**src/inc/gpsms_defs.svh**
```systemverilog
`ifndef GPSMS_DEFS_SVH
`define GPSMS_DEFS_SVH
`define GPSMS_OFF_PIN_LEVEL_DATA      12'h340
`define GPSMS_OFF_SERIAL_MGMT_STATUS  12'h344
`define GPSMS_OFF_IRQ_MASK            12'h350
`define GPSMS_OFF_PIN_ALTERNATE       12'h338
`define GPSMS_OFF_PIN_DIRECTION       12'h33C
`define GPSMS_PIN_COUNT               16
`define GPSMS_SLAVE_ADDR_LSB          1
`define GPSMS_MASTER_ADDR_LSB         9
`define GPSMS_LOAD_DONE_BIT           24
`define GPSMS_NO_ACK_BIT              25
`define GPSMS_LOST_ARB_BIT            26
`define GPSMS_MISPLACED_BIT           27
`define GPSMS_CHECKSUM_BIT            28
`define GPSMS_UNMAPPED_BIT            29
`define GPSMS_ARB_LIMIT               5'h10
`define GPSMS_PIN_LEVEL_RESET         16'h0000
`define GPSMS_ERROR_RESET             5'h00
`define GPSMS_MASK_RESET              6'h00
`endif

```
**src/inc/gpsms_pkg.sv**
```systemverilog
package gpsms_pkg;
  typedef enum logic [1:0] {
    GPSMS_ARB_IDLE  = 2'b00,
    GPSMS_ARB_RETRY = 2'b01
  } gpsms_arb_state_type;
endpackage

```
**src/hw/gpsms_regs.sv**
```systemverilog
// Design decision made here: the APB slave port.
`timescale 1ns/100ps
`include "gpsms_defs.svh"

// Function
// Data bit n maps to pin n.
// Data read returns sampled pin levels always.
// Data write drives only ordinary output pins.
// Status bits 7:1 show slave address.
// Status bits 15:9 show master address.
// Load-complete bit set at EEPROM finish/error.
// Unexpected NACK sets W1C no-ack flag.
// Lost arbitration retries automatically.
// Sixteen consecutive losses abort, set flag.
// Misplaced START/STOP sets W1C flag.
// Bad EEPROM checksum sets checksum flag.
// Missing done command sets checksum flag.
// Unmapped register load sets W1C flag.
// Output only when alternate clear, direction set.
// Reserved bits read zero, ignore writes.
module gpsms_regs
  import gpsms_pkg::*;
(
  input  wire logic        pclk,
  input  wire logic        presetn,
  input  wire logic        clk_en,
  input  wire logic        psel,
  input  wire logic        penable,
  input  wire logic        pwrite,
  input  wire logic [11:0] paddr,
  input  wire logic [31:0] pwdata,
  output logic      [31:0] prdata,
  output logic             pready,
  output logic             pslverr,
  input  wire logic [15:0] pin_in,
  output logic      [15:0] pin_out,
  output logic      [15:0] pin_oe,
  input  wire logic [6:0]  slave_bus_address,
  input  wire logic [6:0]  master_bus_address,
  input  wire logic        boot_load_enable,
  input  wire logic        boot_load_finish,
  input  wire logic        ev_no_ack,
  input  wire logic        ev_arb_lost,
  input  wire logic        ev_arb_won,
  input  wire logic        ev_misplaced,
  input  wire logic        ev_checksum_bad,
  input  wire logic        ev_no_done_cmd,
  input  wire logic        ev_unmapped,
  output logic             arb_retry,
  output logic             arb_abort,
  output logic             irq
);
  localparam int N = `GPSMS_PIN_COUNT;

  // Pin levels come from outside, so two flops precede any reader.
  logic [N-1:0] pin_sync1;
  logic [N-1:0] pin_sync2;
  logic [N-1:0] pin_level_field;
  logic [N-1:0] pin_alternate_select;
  logic [N-1:0] pin_direction_select;
  logic [N-1:0] next_pin_level_field;
  logic [N-1:0] next_pin_alternate_select;
  logic [N-1:0] next_pin_direction_select;
  logic [N-1:0] pin_out_q;
  logic [N-1:0] pin_oe_q;
  logic [N-1:0] next_pin_out;
  logic [N-1:0] next_pin_oe;
  logic         boot_load_complete;
  logic         next_boot_load_complete;
  logic [4:0]   err;
  logic [4:0]   next_err;
  logic [5:0]   irq_mask;
  logic [5:0]   next_irq_mask;
  logic [31:0]  next_prdata;
  logic         next_pready;
  logic         next_pslverr;
  logic         next_irq;
  gpsms_arb_state_type arb_state;
  gpsms_arb_state_type next_arb_state;
  logic [4:0]   arb_count;
  logic [4:0]   next_arb_count;
  logic         next_arb_retry;
  logic         next_arb_abort;
  logic [4:0]   ev_vec;
  logic         wr;
  logic         rd;

  function automatic logic hit(input logic [11:0] a, input logic [11:0] off);
    hit = (a == off);
  endfunction

  function automatic logic [31:0] status_word(input logic [6:0] sa, input logic [6:0] ma,
                                              input logic done, input logic [4:0] e);
    status_word = 32'h0000_0000;
    status_word[`GPSMS_SLAVE_ADDR_LSB +: 7] = sa;
    status_word[`GPSMS_MASTER_ADDR_LSB +: 7] = ma;
    status_word[`GPSMS_LOAD_DONE_BIT] = done;
    status_word[`GPSMS_NO_ACK_BIT +: 5] = e;
  endfunction

  // True for every offset that this bank decodes; anything else is refused.
  function automatic logic mapped(input logic [11:0] a);
    mapped = hit(a, `GPSMS_OFF_PIN_LEVEL_DATA) ||
             hit(a, `GPSMS_OFF_SERIAL_MGMT_STATUS) ||
             hit(a, `GPSMS_OFF_IRQ_MASK) ||
             hit(a, `GPSMS_OFF_PIN_ALTERNATE) ||
             hit(a, `GPSMS_OFF_PIN_DIRECTION);
  endfunction

  assign wr = psel & penable & pwrite & pready;
  assign rd = psel & ~penable & ~pwrite;
  assign ev_vec = {ev_unmapped,
                   ev_checksum_bad | ev_no_done_cmd,
                   ev_misplaced,
                   arb_abort,
                   ev_no_ack};

  always_comb begin
    next_pin_level_field      = pin_level_field;
    next_pin_alternate_select = pin_alternate_select;
    next_pin_direction_select = pin_direction_select;
    next_irq_mask             = irq_mask;
    next_boot_load_complete   = boot_load_complete;
    next_err                  = err | ev_vec;
    // A load that stops on an error has still finished, so the done bit follows.
    if (boot_load_enable && (boot_load_finish || ev_checksum_bad || ev_no_done_cmd ||
                             ev_unmapped)) begin
      next_boot_load_complete = 1'b1;
    end
    if (wr) begin
      if (hit(paddr, `GPSMS_OFF_PIN_LEVEL_DATA)) begin
        next_pin_level_field = pwdata[N-1:0];
      end
      if (hit(paddr, `GPSMS_OFF_SERIAL_MGMT_STATUS)) begin
        // Set wins over clear: a fresh event survives a same-cycle W1C.
        next_err = (err & ~pwdata[`GPSMS_NO_ACK_BIT +: 5]) | ev_vec;
      end
      if (hit(paddr, `GPSMS_OFF_IRQ_MASK)) begin
        // Mask bits sit where the status bits they gate sit.
        next_irq_mask = pwdata[`GPSMS_LOAD_DONE_BIT +: 6];
      end
      if (hit(paddr, `GPSMS_OFF_PIN_ALTERNATE)) begin
        next_pin_alternate_select = pwdata[N-1:0];
      end
      if (hit(paddr, `GPSMS_OFF_PIN_DIRECTION)) begin
        next_pin_direction_select = pwdata[N-1:0];
      end
    end
  end

  // Pin drivers are registered so each pad sees a glitch-free enable.
  generate
    for (genvar i = 0; i < N; i++) begin : g_pin
      always_comb begin
        next_pin_oe[i]  = ~next_pin_alternate_select[i] & next_pin_direction_select[i];
        next_pin_out[i] = next_pin_oe[i] & next_pin_level_field[i];
      end
    end
  endgenerate

  always_comb begin
    next_prdata  = 32'h0000_0000;
    next_pready  = 1'b0;
    next_pslverr = 1'b0;
    if (rd) begin
      if (hit(paddr, `GPSMS_OFF_PIN_LEVEL_DATA)) begin
        next_prdata = {16'h0000, pin_sync2};
      end else if (hit(paddr, `GPSMS_OFF_SERIAL_MGMT_STATUS)) begin
        next_prdata = status_word(slave_bus_address, master_bus_address,
                                  boot_load_complete, err);
      end else if (hit(paddr, `GPSMS_OFF_IRQ_MASK)) begin
        next_prdata = {2'h0, irq_mask, 24'h000000};
      end else if (hit(paddr, `GPSMS_OFF_PIN_ALTERNATE)) begin
        next_prdata = {16'h0000, pin_alternate_select};
      end else if (hit(paddr, `GPSMS_OFF_PIN_DIRECTION)) begin
        next_prdata = {16'h0000, pin_direction_select};
      end else begin
        next_pslverr = 1'b1;
      end
    end else if (psel && penable && !pready) begin
      next_prdata  = prdata;
      next_pslverr = pslverr;
    end
    if (psel && !penable) begin
      next_pready = 1'b1;
      if (pwrite && !mapped(paddr)) begin
        next_pslverr = 1'b1;
      end
    end
    next_irq = |({err, boot_load_complete} & irq_mask);
  end

  // Arbitration: each loss retries until sixteen in a row, then abort.
  always_comb begin
    next_arb_state = arb_state;
    next_arb_count = arb_count;
    next_arb_retry = 1'b0;
    next_arb_abort = 1'b0;
    case (arb_state)
      GPSMS_ARB_IDLE: begin
        if (ev_arb_lost) begin
          next_arb_count = 5'h01;
          next_arb_retry = 1'b1;
          next_arb_state = GPSMS_ARB_RETRY;
        end
      end
      GPSMS_ARB_RETRY: begin
        if (ev_arb_won) begin
          next_arb_count = 5'h00;
          next_arb_state = GPSMS_ARB_IDLE;
        end else if (ev_arb_lost) begin
          if (arb_count == `GPSMS_ARB_LIMIT - 5'h01) begin
            next_arb_abort = 1'b1;
            next_arb_count = 5'h00;
            next_arb_state = GPSMS_ARB_IDLE;
          end else begin
            next_arb_count = arb_count + 5'h01;
            next_arb_retry = 1'b1;
          end
        end
      end
      default: begin
        next_arb_state = GPSMS_ARB_IDLE;
        next_arb_count = 5'h00;
      end
    endcase
  end

  // Pin synchroniser and pin configuration state.
  always_ff @(posedge pclk or negedge presetn) begin
    if (!presetn) begin
      pin_sync1            <= `GPSMS_PIN_LEVEL_RESET;
      pin_sync2            <= `GPSMS_PIN_LEVEL_RESET;
      pin_level_field      <= `GPSMS_PIN_LEVEL_RESET;
      pin_alternate_select <= `GPSMS_PIN_LEVEL_RESET;
      pin_direction_select <= `GPSMS_PIN_LEVEL_RESET;
      pin_out_q            <= `GPSMS_PIN_LEVEL_RESET;
      pin_oe_q             <= `GPSMS_PIN_LEVEL_RESET;
    end else if (clk_en) begin
      pin_sync1            <= pin_in;
      pin_sync2            <= pin_sync1;
      pin_level_field      <= next_pin_level_field;
      pin_alternate_select <= next_pin_alternate_select;
      pin_direction_select <= next_pin_direction_select;
      pin_out_q            <= next_pin_out;
      pin_oe_q             <= next_pin_oe;
    end
  end

  // Status flags, interrupt mask and the interrupt line.
  always_ff @(posedge pclk or negedge presetn) begin
    if (!presetn) begin
      boot_load_complete   <= 1'b0;
      err                  <= `GPSMS_ERROR_RESET;
      irq_mask             <= `GPSMS_MASK_RESET;
      irq                  <= 1'b0;
    end else if (clk_en) begin
      boot_load_complete   <= next_boot_load_complete;
      err                  <= next_err;
      irq_mask             <= next_irq_mask;
      irq                  <= next_irq;
    end
  end

  // Bus response; an event that arrives while clk_en is low is lost, not queued.
  always_ff @(posedge pclk or negedge presetn) begin
    if (!presetn) begin
      prdata               <= 32'h0000_0000;
      pready               <= 1'b0;
      pslverr              <= 1'b0;
    end else if (clk_en) begin
      prdata               <= next_prdata;
      pready               <= next_pready;
      pslverr              <= next_pslverr;
    end
  end

  // Arbitration tracker.
  always_ff @(posedge pclk or negedge presetn) begin
    if (!presetn) begin
      arb_state            <= GPSMS_ARB_IDLE;
      arb_count            <= 5'h00;
      arb_retry            <= 1'b0;
      arb_abort            <= 1'b0;
    end else if (clk_en) begin
      arb_state            <= next_arb_state;
      arb_count            <= next_arb_count;
      arb_retry            <= next_arb_retry;
      arb_abort            <= next_arb_abort;
    end
  end

  assign pin_out = pin_out_q;
  assign pin_oe  = pin_oe_q;
endmodule

```
**config.mk**
```make
export PLATFORM = sky130hd
export DESIGN_NAME = gpsms_regs
export DESIGN_NICKNAME = d
export VERILOG_FILES = /design/src/inc/gpsms_pkg.sv /design/src/hw/gpsms_regs.sv
export VERILOG_INCLUDE_DIRS = /design/src /design/src/inc
export SDC_FILE = /design/constraint.sdc
export NUM_CORES = 1
export LEC_CHECK = 0
export ABC_AREA = 1
export ABC_CLOCK_PERIOD_IN_PS = 2100
export BUFFER_PORTS_ARGS = -buffer_cell sky130_fd_sc_hd__buf_2
export CAP_MARGIN = 20
export CORE_MARGIN = 1
export CORE_UTILIZATION = 56
export CTS_BUF_LIST = sky130_fd_sc_hd__clkbuf_16
export DETAILED_ROUTE_END_ITERATION = 16
export PLACE_DENSITY = 0.91
export SLEW_MARGIN = 15
export SYNTH_ARGS = -nofsm -noshare
export SYNTH_HDL_FRONTEND = slang
export SYNTH_SLANG_ARGS = --single-unit
```
**constraint.sdc**
```tcl
create_clock -name pclk -period 2.1 [get_ports pclk]
set_clock_uncertainty 0.15 [all_clocks]
set_input_delay 0.315 -clock pclk [delete_from_list [all_inputs] [get_ports pclk]]
set_output_delay 0.315 -clock pclk [all_outputs]
set_load 0.02 [all_outputs]
```
; Yosys cells after proc, flatten, opt, wreduce, memory -nomap -nowiden
; Index checks and enable logic that the tools add are counted.
[word_totals]
register_bits = 168
latch_bits = 0
mem_bits_rw = 0
mem_bits_ro = 0
in_bits = 89
mem_count = 0
[op_classes]
addsub = 1
n_mul = 0
div_mod_pow = 0
order_cmp = 0
n_eq_ne = 11
shift = 0
n_mux = 44
n_bitwise = 61
reduce_logical = 22
[ops]
columns = op, n
row1 = 2-to-1 mux 16 bit, 8
row2 = 2-to-1 mux 30 bit, 3
row3 = 2-to-1 mux 32 bit, 2
row4 = "== test 12 x 10 -> 1 bit, second input constant", 5
row5 = bitwise AND 1 bit, 37
row6 = 2-to-1 mux 5 bit, 6
row7 = 2-to-1 mux 1 bit, 18
row8 = inverter 1 bit, 18
row9 = bitwise OR 5 bit, 2
row10 = case mux 5 bit (2 select lines), 1
row11 = 2-to-1 mux 2 bit, 4
row12 = logical OR 1 bit, 7
row13 = bitwise AND 6 bit, 1
row14 = "inequality test 3 bit, second input constant", 2
row15 = AND reduction 3 bit, 2
row16 = OR reduction 6 bit, 1
row17 = "adder 5 x 1 -> 5 bit, second input constant", 1
row18 = bitwise AND 5 bit, 1
row19 = "== test 5 x 4 -> 1 bit, second input constant", 1
row20 = logical AND 1 bit, 5
row21 = inverter 5 bit, 1
row22 = "inequality test 2 bit, second input constant", 2
row23 = case mux 2 bit (2 select lines), 1
row24 = AND reduction 2 bit, 2
row25 = 6 further kinds, 8

; Depth between registers and ports, before layout
[logic_depth]
word_depth = 9
depth_mapped = 11
depth_no_buf = 10

; Worst setup path after synthesis
; Ideal clock, no wire load.
[synth_timing]
path_type = register to register
startpoint = register pready
endpoint = register pin_oe_q[5], in the netlist pin_oe[5]
arrival_time_ns = 1.460
required_time_ns = 1.832
path_slack_ns = 0.372
stages_incl_launch_ff = 9
n_path_buf = 1
period_less_slack_ns = 1.728
cell_sequence = dfrtp_1 -> nand2_1 -> nor2_4 -> clkbuf_1 -> nand4_1 -> nand2_1 -> inv_2 -> nand3_1 -> nand2_1
[synth_via]
elab_chain_cells = 4
word_cells_on_any_way = 5
classes_between = mux: 2 / bitwise: 3
[synth_lines]
columns = element, line
row1 = start: declaration, gpsms_regs.sv:33  ; output logic pready,
row2 = start signal: assignment, gpsms_regs.sv:273  ; pready <= next_pready;
row3 = bitwise AND 1 bit *, gpsms_regs.sv:110  ; assign wr = psel & penable & pwrite & pready;
row4 = 2-to-1 mux 16 bit, gpsms_regs.sv:130  ; if (wr) begin
row5 = inverter 1 bit, gpsms_regs.sv:155  ; next_pin_oe[i] = ~next_pin_alternate_select[i] & next_pin_direction_select[i];
row6 = bitwise AND 1 bit *, gpsms_regs.sv:155
row7 = end signal: assignment, gpsms_regs.sv:238  ; pin_oe_q <= `GPSMS_PIN_LEVEL_RESET;
row8 = end signal: assignment, gpsms_regs.sv:246  ; pin_oe_q <= next_pin_oe;
row9 = end: declaration, gpsms_regs.sv:65  ; logic [N-1:0] pin_oe_q;
; Every way passes the cells marked *; elsewhere a longest branch is shown, timed or not.
; A chain may end at the register's enable or synchronous reset.

; Worst setup path after layout
[layout_timing]
startpoint = register pready
endpoint = register pin_out_q[4], in the netlist pin_out[4]
[layout_via]
elab_chain_cells = 5
word_cells_on_any_way = 7
classes_between = mux: 3 / bitwise: 4
[layout_lines]
columns = element, line
row1 = bitwise AND 1 bit *, gpsms_regs.sv:110
row2 = 2-to-1 mux 16 bit, gpsms_regs.sv:130
row3 = inverter 1 bit, gpsms_regs.sv:155
row4 = bitwise AND 1 bit, gpsms_regs.sv:155
row5 = bitwise AND 1 bit *, gpsms_regs.sv:156  ; next_pin_out[i] = next_pin_oe[i] & next_pin_level_field[i];
row6 = end signal: assignment, gpsms_regs.sv:237  ; pin_out_q <= `GPSMS_PIN_LEVEL_RESET;
row7 = end signal: assignment, gpsms_regs.sv:245  ; pin_out_q <= next_pin_out;
row8 = end: declaration, gpsms_regs.sv:64  ; logic [N-1:0] pin_out_q;
; Marked as above.

==> impl_results.md <==
* Relative slew slack at 0.658
* Hold WS at 0.0182 ns
* R2R depth at 8
* H-tree depth at 4
* Final HPWL DP at 14.7 mm
* Worst skew pair latency at 0.43 ns
* Worst vdd ir at 0.000650 V
* DRT iter0 DRCs at 849
* Post-synthesis xor/xnor area fraction at 0.00110
* Reg area at 3930 µm²
* Hold Path Sink: irq_mask[5]$_DFFE_PN0P_
* Worst r2r dst: pin_out[4]$_DFFE_PN0P_
* Synth top area cells: dfrtp_1 (49%), nand2_1 (17%), inv_1 (6.9%)
* Initial core utilization at 0.576
* Root Driver: clkbuf_16
* Crit. End Element: flip-flop
* Ports at 158
* Grt ovf at 0
* Final setup fails at 0
* Via-to-Cell Ratio at 5.55
* Vias in the first global route at 7,390
* Critical Path RT at 2.27 ns
* # nets final at 1,298
* Vias at 7,775
* Compound-Gate Fraction of Synth Area at 0.114
* Final min period at 1.82 ns
* Crit-path slowest cell: dfrtp_1
* Die ar. at 14,800 µm²
* Ys async rst share at 1.00
* PwrDens at 811 nW/µm²
* Reg2Reg Setup Slack at 0.28 ns
* Flops & latches, synth at 157
* Count leader, synth: nand2_1
* Largest family of logic cells by synthesized area: simple AND/OR/NAND/NOR gates
* Synth Area in Adders at 0.00157
* Post-synthesis simple-gate area fraction at 0.278
* Filler cells at 1,017
* Ant diodes at 0
* Sequential area share after synthesis at 0.491
* Main synth FF type: dfrtp_1
* TritonCTS clock tree: done
* Hold path cells at 3
* Routability cong. at 0.872
* Mapped Cells at 1,044
* Yosys warns at 0
* Max-Cap Viols at 0
* Top cell by count, worst path: nand2_1
* CP Max Fanout at 22
* Routed WL at 21.6 mm
* Hold Path Origin: pwdata[29]
* Worst hold-check path type: input pin to flip-flop
* Status: completed
* Met1 usage at 0.404
* Distinct cells, synth at 37
* RSZ-0062 raised after global routing: false
* CTS sink cnt at 157
* Synth cell count leaders: nand2_1 (356), dfrtp_1 (157), inv_1 (146)
* Die Wd at 121 µm
* Crit Path Class: flip-flop to flip-flop
* Number of buffers created by CTS at 17
* Largest net degree at the start of global routing at 57
* Fmax achieved at 0.550 GHz
* Post-route ant nets at 0
* Layout cells sized above 1 at 0.200
* Num rows at 43
* Gr usage total at 0.307
* Count of final hold-check violations at 0
* Syn Area/Cell at 7.66 µm²
* GRT Max-Usage Layer: met2
* Global-route met2 utilization at 0.502
* Die H at 121 µm
* Period utilisation layout at 0.866
* Synth Cell Area at 7990 µm²
* Clk buf depth at 2
* Top-area cell type share of the netlist area at 0.491
* Drt wl/cell at 15.4 µm
* Port bufs at 137
* P_leak at 5.46 nW
* Post-synth EDFFs at 0
* Slowest cell delay on critical path at 0.40 ns
* Tightest Pin Transition at 0.510 ns
* Clk pin slew, worst setup/hold paths at 0.06 ns
* Area of the multi-input gates at 3200 µm²
* Cell Chain, Critical Path: nand2_1 > nor2_4 > buf_4 > nand4_1 > nand2_1 > nor2_1 > nand3_1 > nand2_1
* Setup TNS at 0 ns
* Type of origin of the critical path: flip-flop
* DRT Pass-1 Iters at 7
* Yosys top cell by area: dfrtp_1
* CP arrival at 1.99 ns
* Initial antenna violation count at 0
* Worst r2r src: pready$_DFFE_PN0P_
* Area Growth Syn to Fin at 22.9%
* Slew Viols, Final at 0
* # DRC at 0
* Final core occ at 0.708
* Post-synthesis mux area share at 0
* CORE AREA at 13,900 µm²
* Met3 Track Usage GR at 0.0526
* First-pass GRT wire length at 35.1 mm
-- cells in the final DEF, fill, tap and decap left out, types with 2 or more instances in the layout --
| master | netlist | layout |
|---|---|---|
| and2_1 | 2 | 2 |
| nor2_1 | 30 | 30 |
| nor3_2 | 2 | 2 |
| a31o_2 | 2 | 2 |
| dfrtp_1 | 157 | 157 |
| inv_2 | 10 | 9 |
| nor2_4 | 4 | 4 |
| buf_12 | 0 | 8 |
| o21ai_2 | 14 | 14 |
| clkinv_2 | 0 | 4 |
| conb_1 | 1 | 10 |
| clkinv_1 | 2 | 3 |
| nor3_1 | 5 | 5 |
| clkbuf_16 | 0 | 17 |
| o21ai_0 | 62 | 62 |
| bufinv_16 | 0 | 3 |
| dlygate4sd3_1 | 0 | 22 |
| o211ai_1 | 14 | 14 |
| o22ai_1 | 20 | 20 |
| clkinv_4 | 0 | 2 |
| o21ai_1 | 25 | 25 |
| nand3_4 | 2 | 2 |
| buf_2 | 11 | 136 |
| inv_1 | 146 | 146 |
| a21oi_1 | 13 | 13 |
| buf_4 | 12 | 28 |
| nand3_1 | 57 | 57 |
| nand4_1 | 48 | 48 |
| nor2_2 | 2 | 2 |
| clkinvlp_4 | 0 | 5 |
| nand2_1 | 356 | 356 |
| nand2_2 | 2 | 2 |
-- report_power, final --
group	internal [mW]	total (mW)	switching, mW
registers	3.34	3.55	0.207
logic	0.449	1.28	0.828
clock network	1.86	3.14	1.28
-- flip-flops by register name, summed over array words and instances (netlist names), 16 cells and up --
| register | cells |
|---|---|
| pin_out | 16 |
| pin_alternate_select | 16 |
| pin_sync1 | 16 |
| pin_direction_select | 16 |
| prdata | 22 |
| pin_oe | 16 |
| pin_sync2 | 16 |
| pin_level_field | 16 |
-- logic make-up after synthesis --
group / after synthesis
DFF: 157
adders and majority gates: 1
buffers and inverters: 217
other: 1
AOI/OAI and AO/OA: 155
and+or+nand+nor: 512
xor gates and xnor gates: 1
-- timing repair --
| action | 4_1_cts | 5_1_grt |
|---|---|---|
| hold buffers | 22 | 0 |
| buffers inserted | 0 | 0 |
| gates resized for setup | 0 | 0 |
| hold endpoints to repair | 56 | 0 |
-- cell type report --
type | count | share of cell area
timing repair buffer | 195 | 0.131
inverter | 158 | 0.0605
clock buffer | 17 | 0.0433
tap | 180 | 0.0229
multi-input combinational | 679 | 0.325
sequential | 157 | 0.400
clock inverter | 15 | 0.0176
-- per-stage QoR --
step                instance area (µm²)  worst slack, ns  instances  power, mW
finish                             9820            0.282       1401       7.96
global route                       9820            0.156       1401       8.29
CTS                                9820            0.320       1401       7.96
detailed placement                 9010            0.156       1347       4.81
global placement                   9010            0.214       1347       4.73
floorplan                          8030            0.372       1053       4.34
-- critical path: cells and delay by family, from the launching register on --
family	cells	cell delay (ns)
AND/OR/NAND/NOR	7	0.84
buffers and inverters	1	0.32
flip-flops	1	0.40
-- how the worst max path moves through the flow --
stage | startpoint | endpoint | slack [ns]
2_1_floorplan | pready$_DFFE_PN0P_ | pin_oe[5]$_DFFE_PN0P_ | 0.37
3_3_place_gp | paddr[11] | pin_oe[13]$_DFFE_PN0P_ | 0.21
3_5_place_dp | paddr[11] | pin_out[4]$_DFFE_PN0P_ | 0.16
4_1_cts | pready$_DFFE_PN0P_ | pin_out[4]$_DFFE_PN0P_ | 0.32
5_1_grt | pready$_DFFE_PN0P_ | pin_oe[10]$_DFFE_PN0P_ | 0.16
6_report | pready$_DFFE_PN0P_ | pin_out[4]$_DFFE_PN0P_ | 0.28
-- metal layers --
metal | vias up | wire [µm]
met5 | - | 0
li1 | 3650 | -
met1 | 3654 | 8820
met4 | 0 | 602
met3 | 68 | 1770
met2 | 403 | 10400
(Power assumes the default switching activity.)
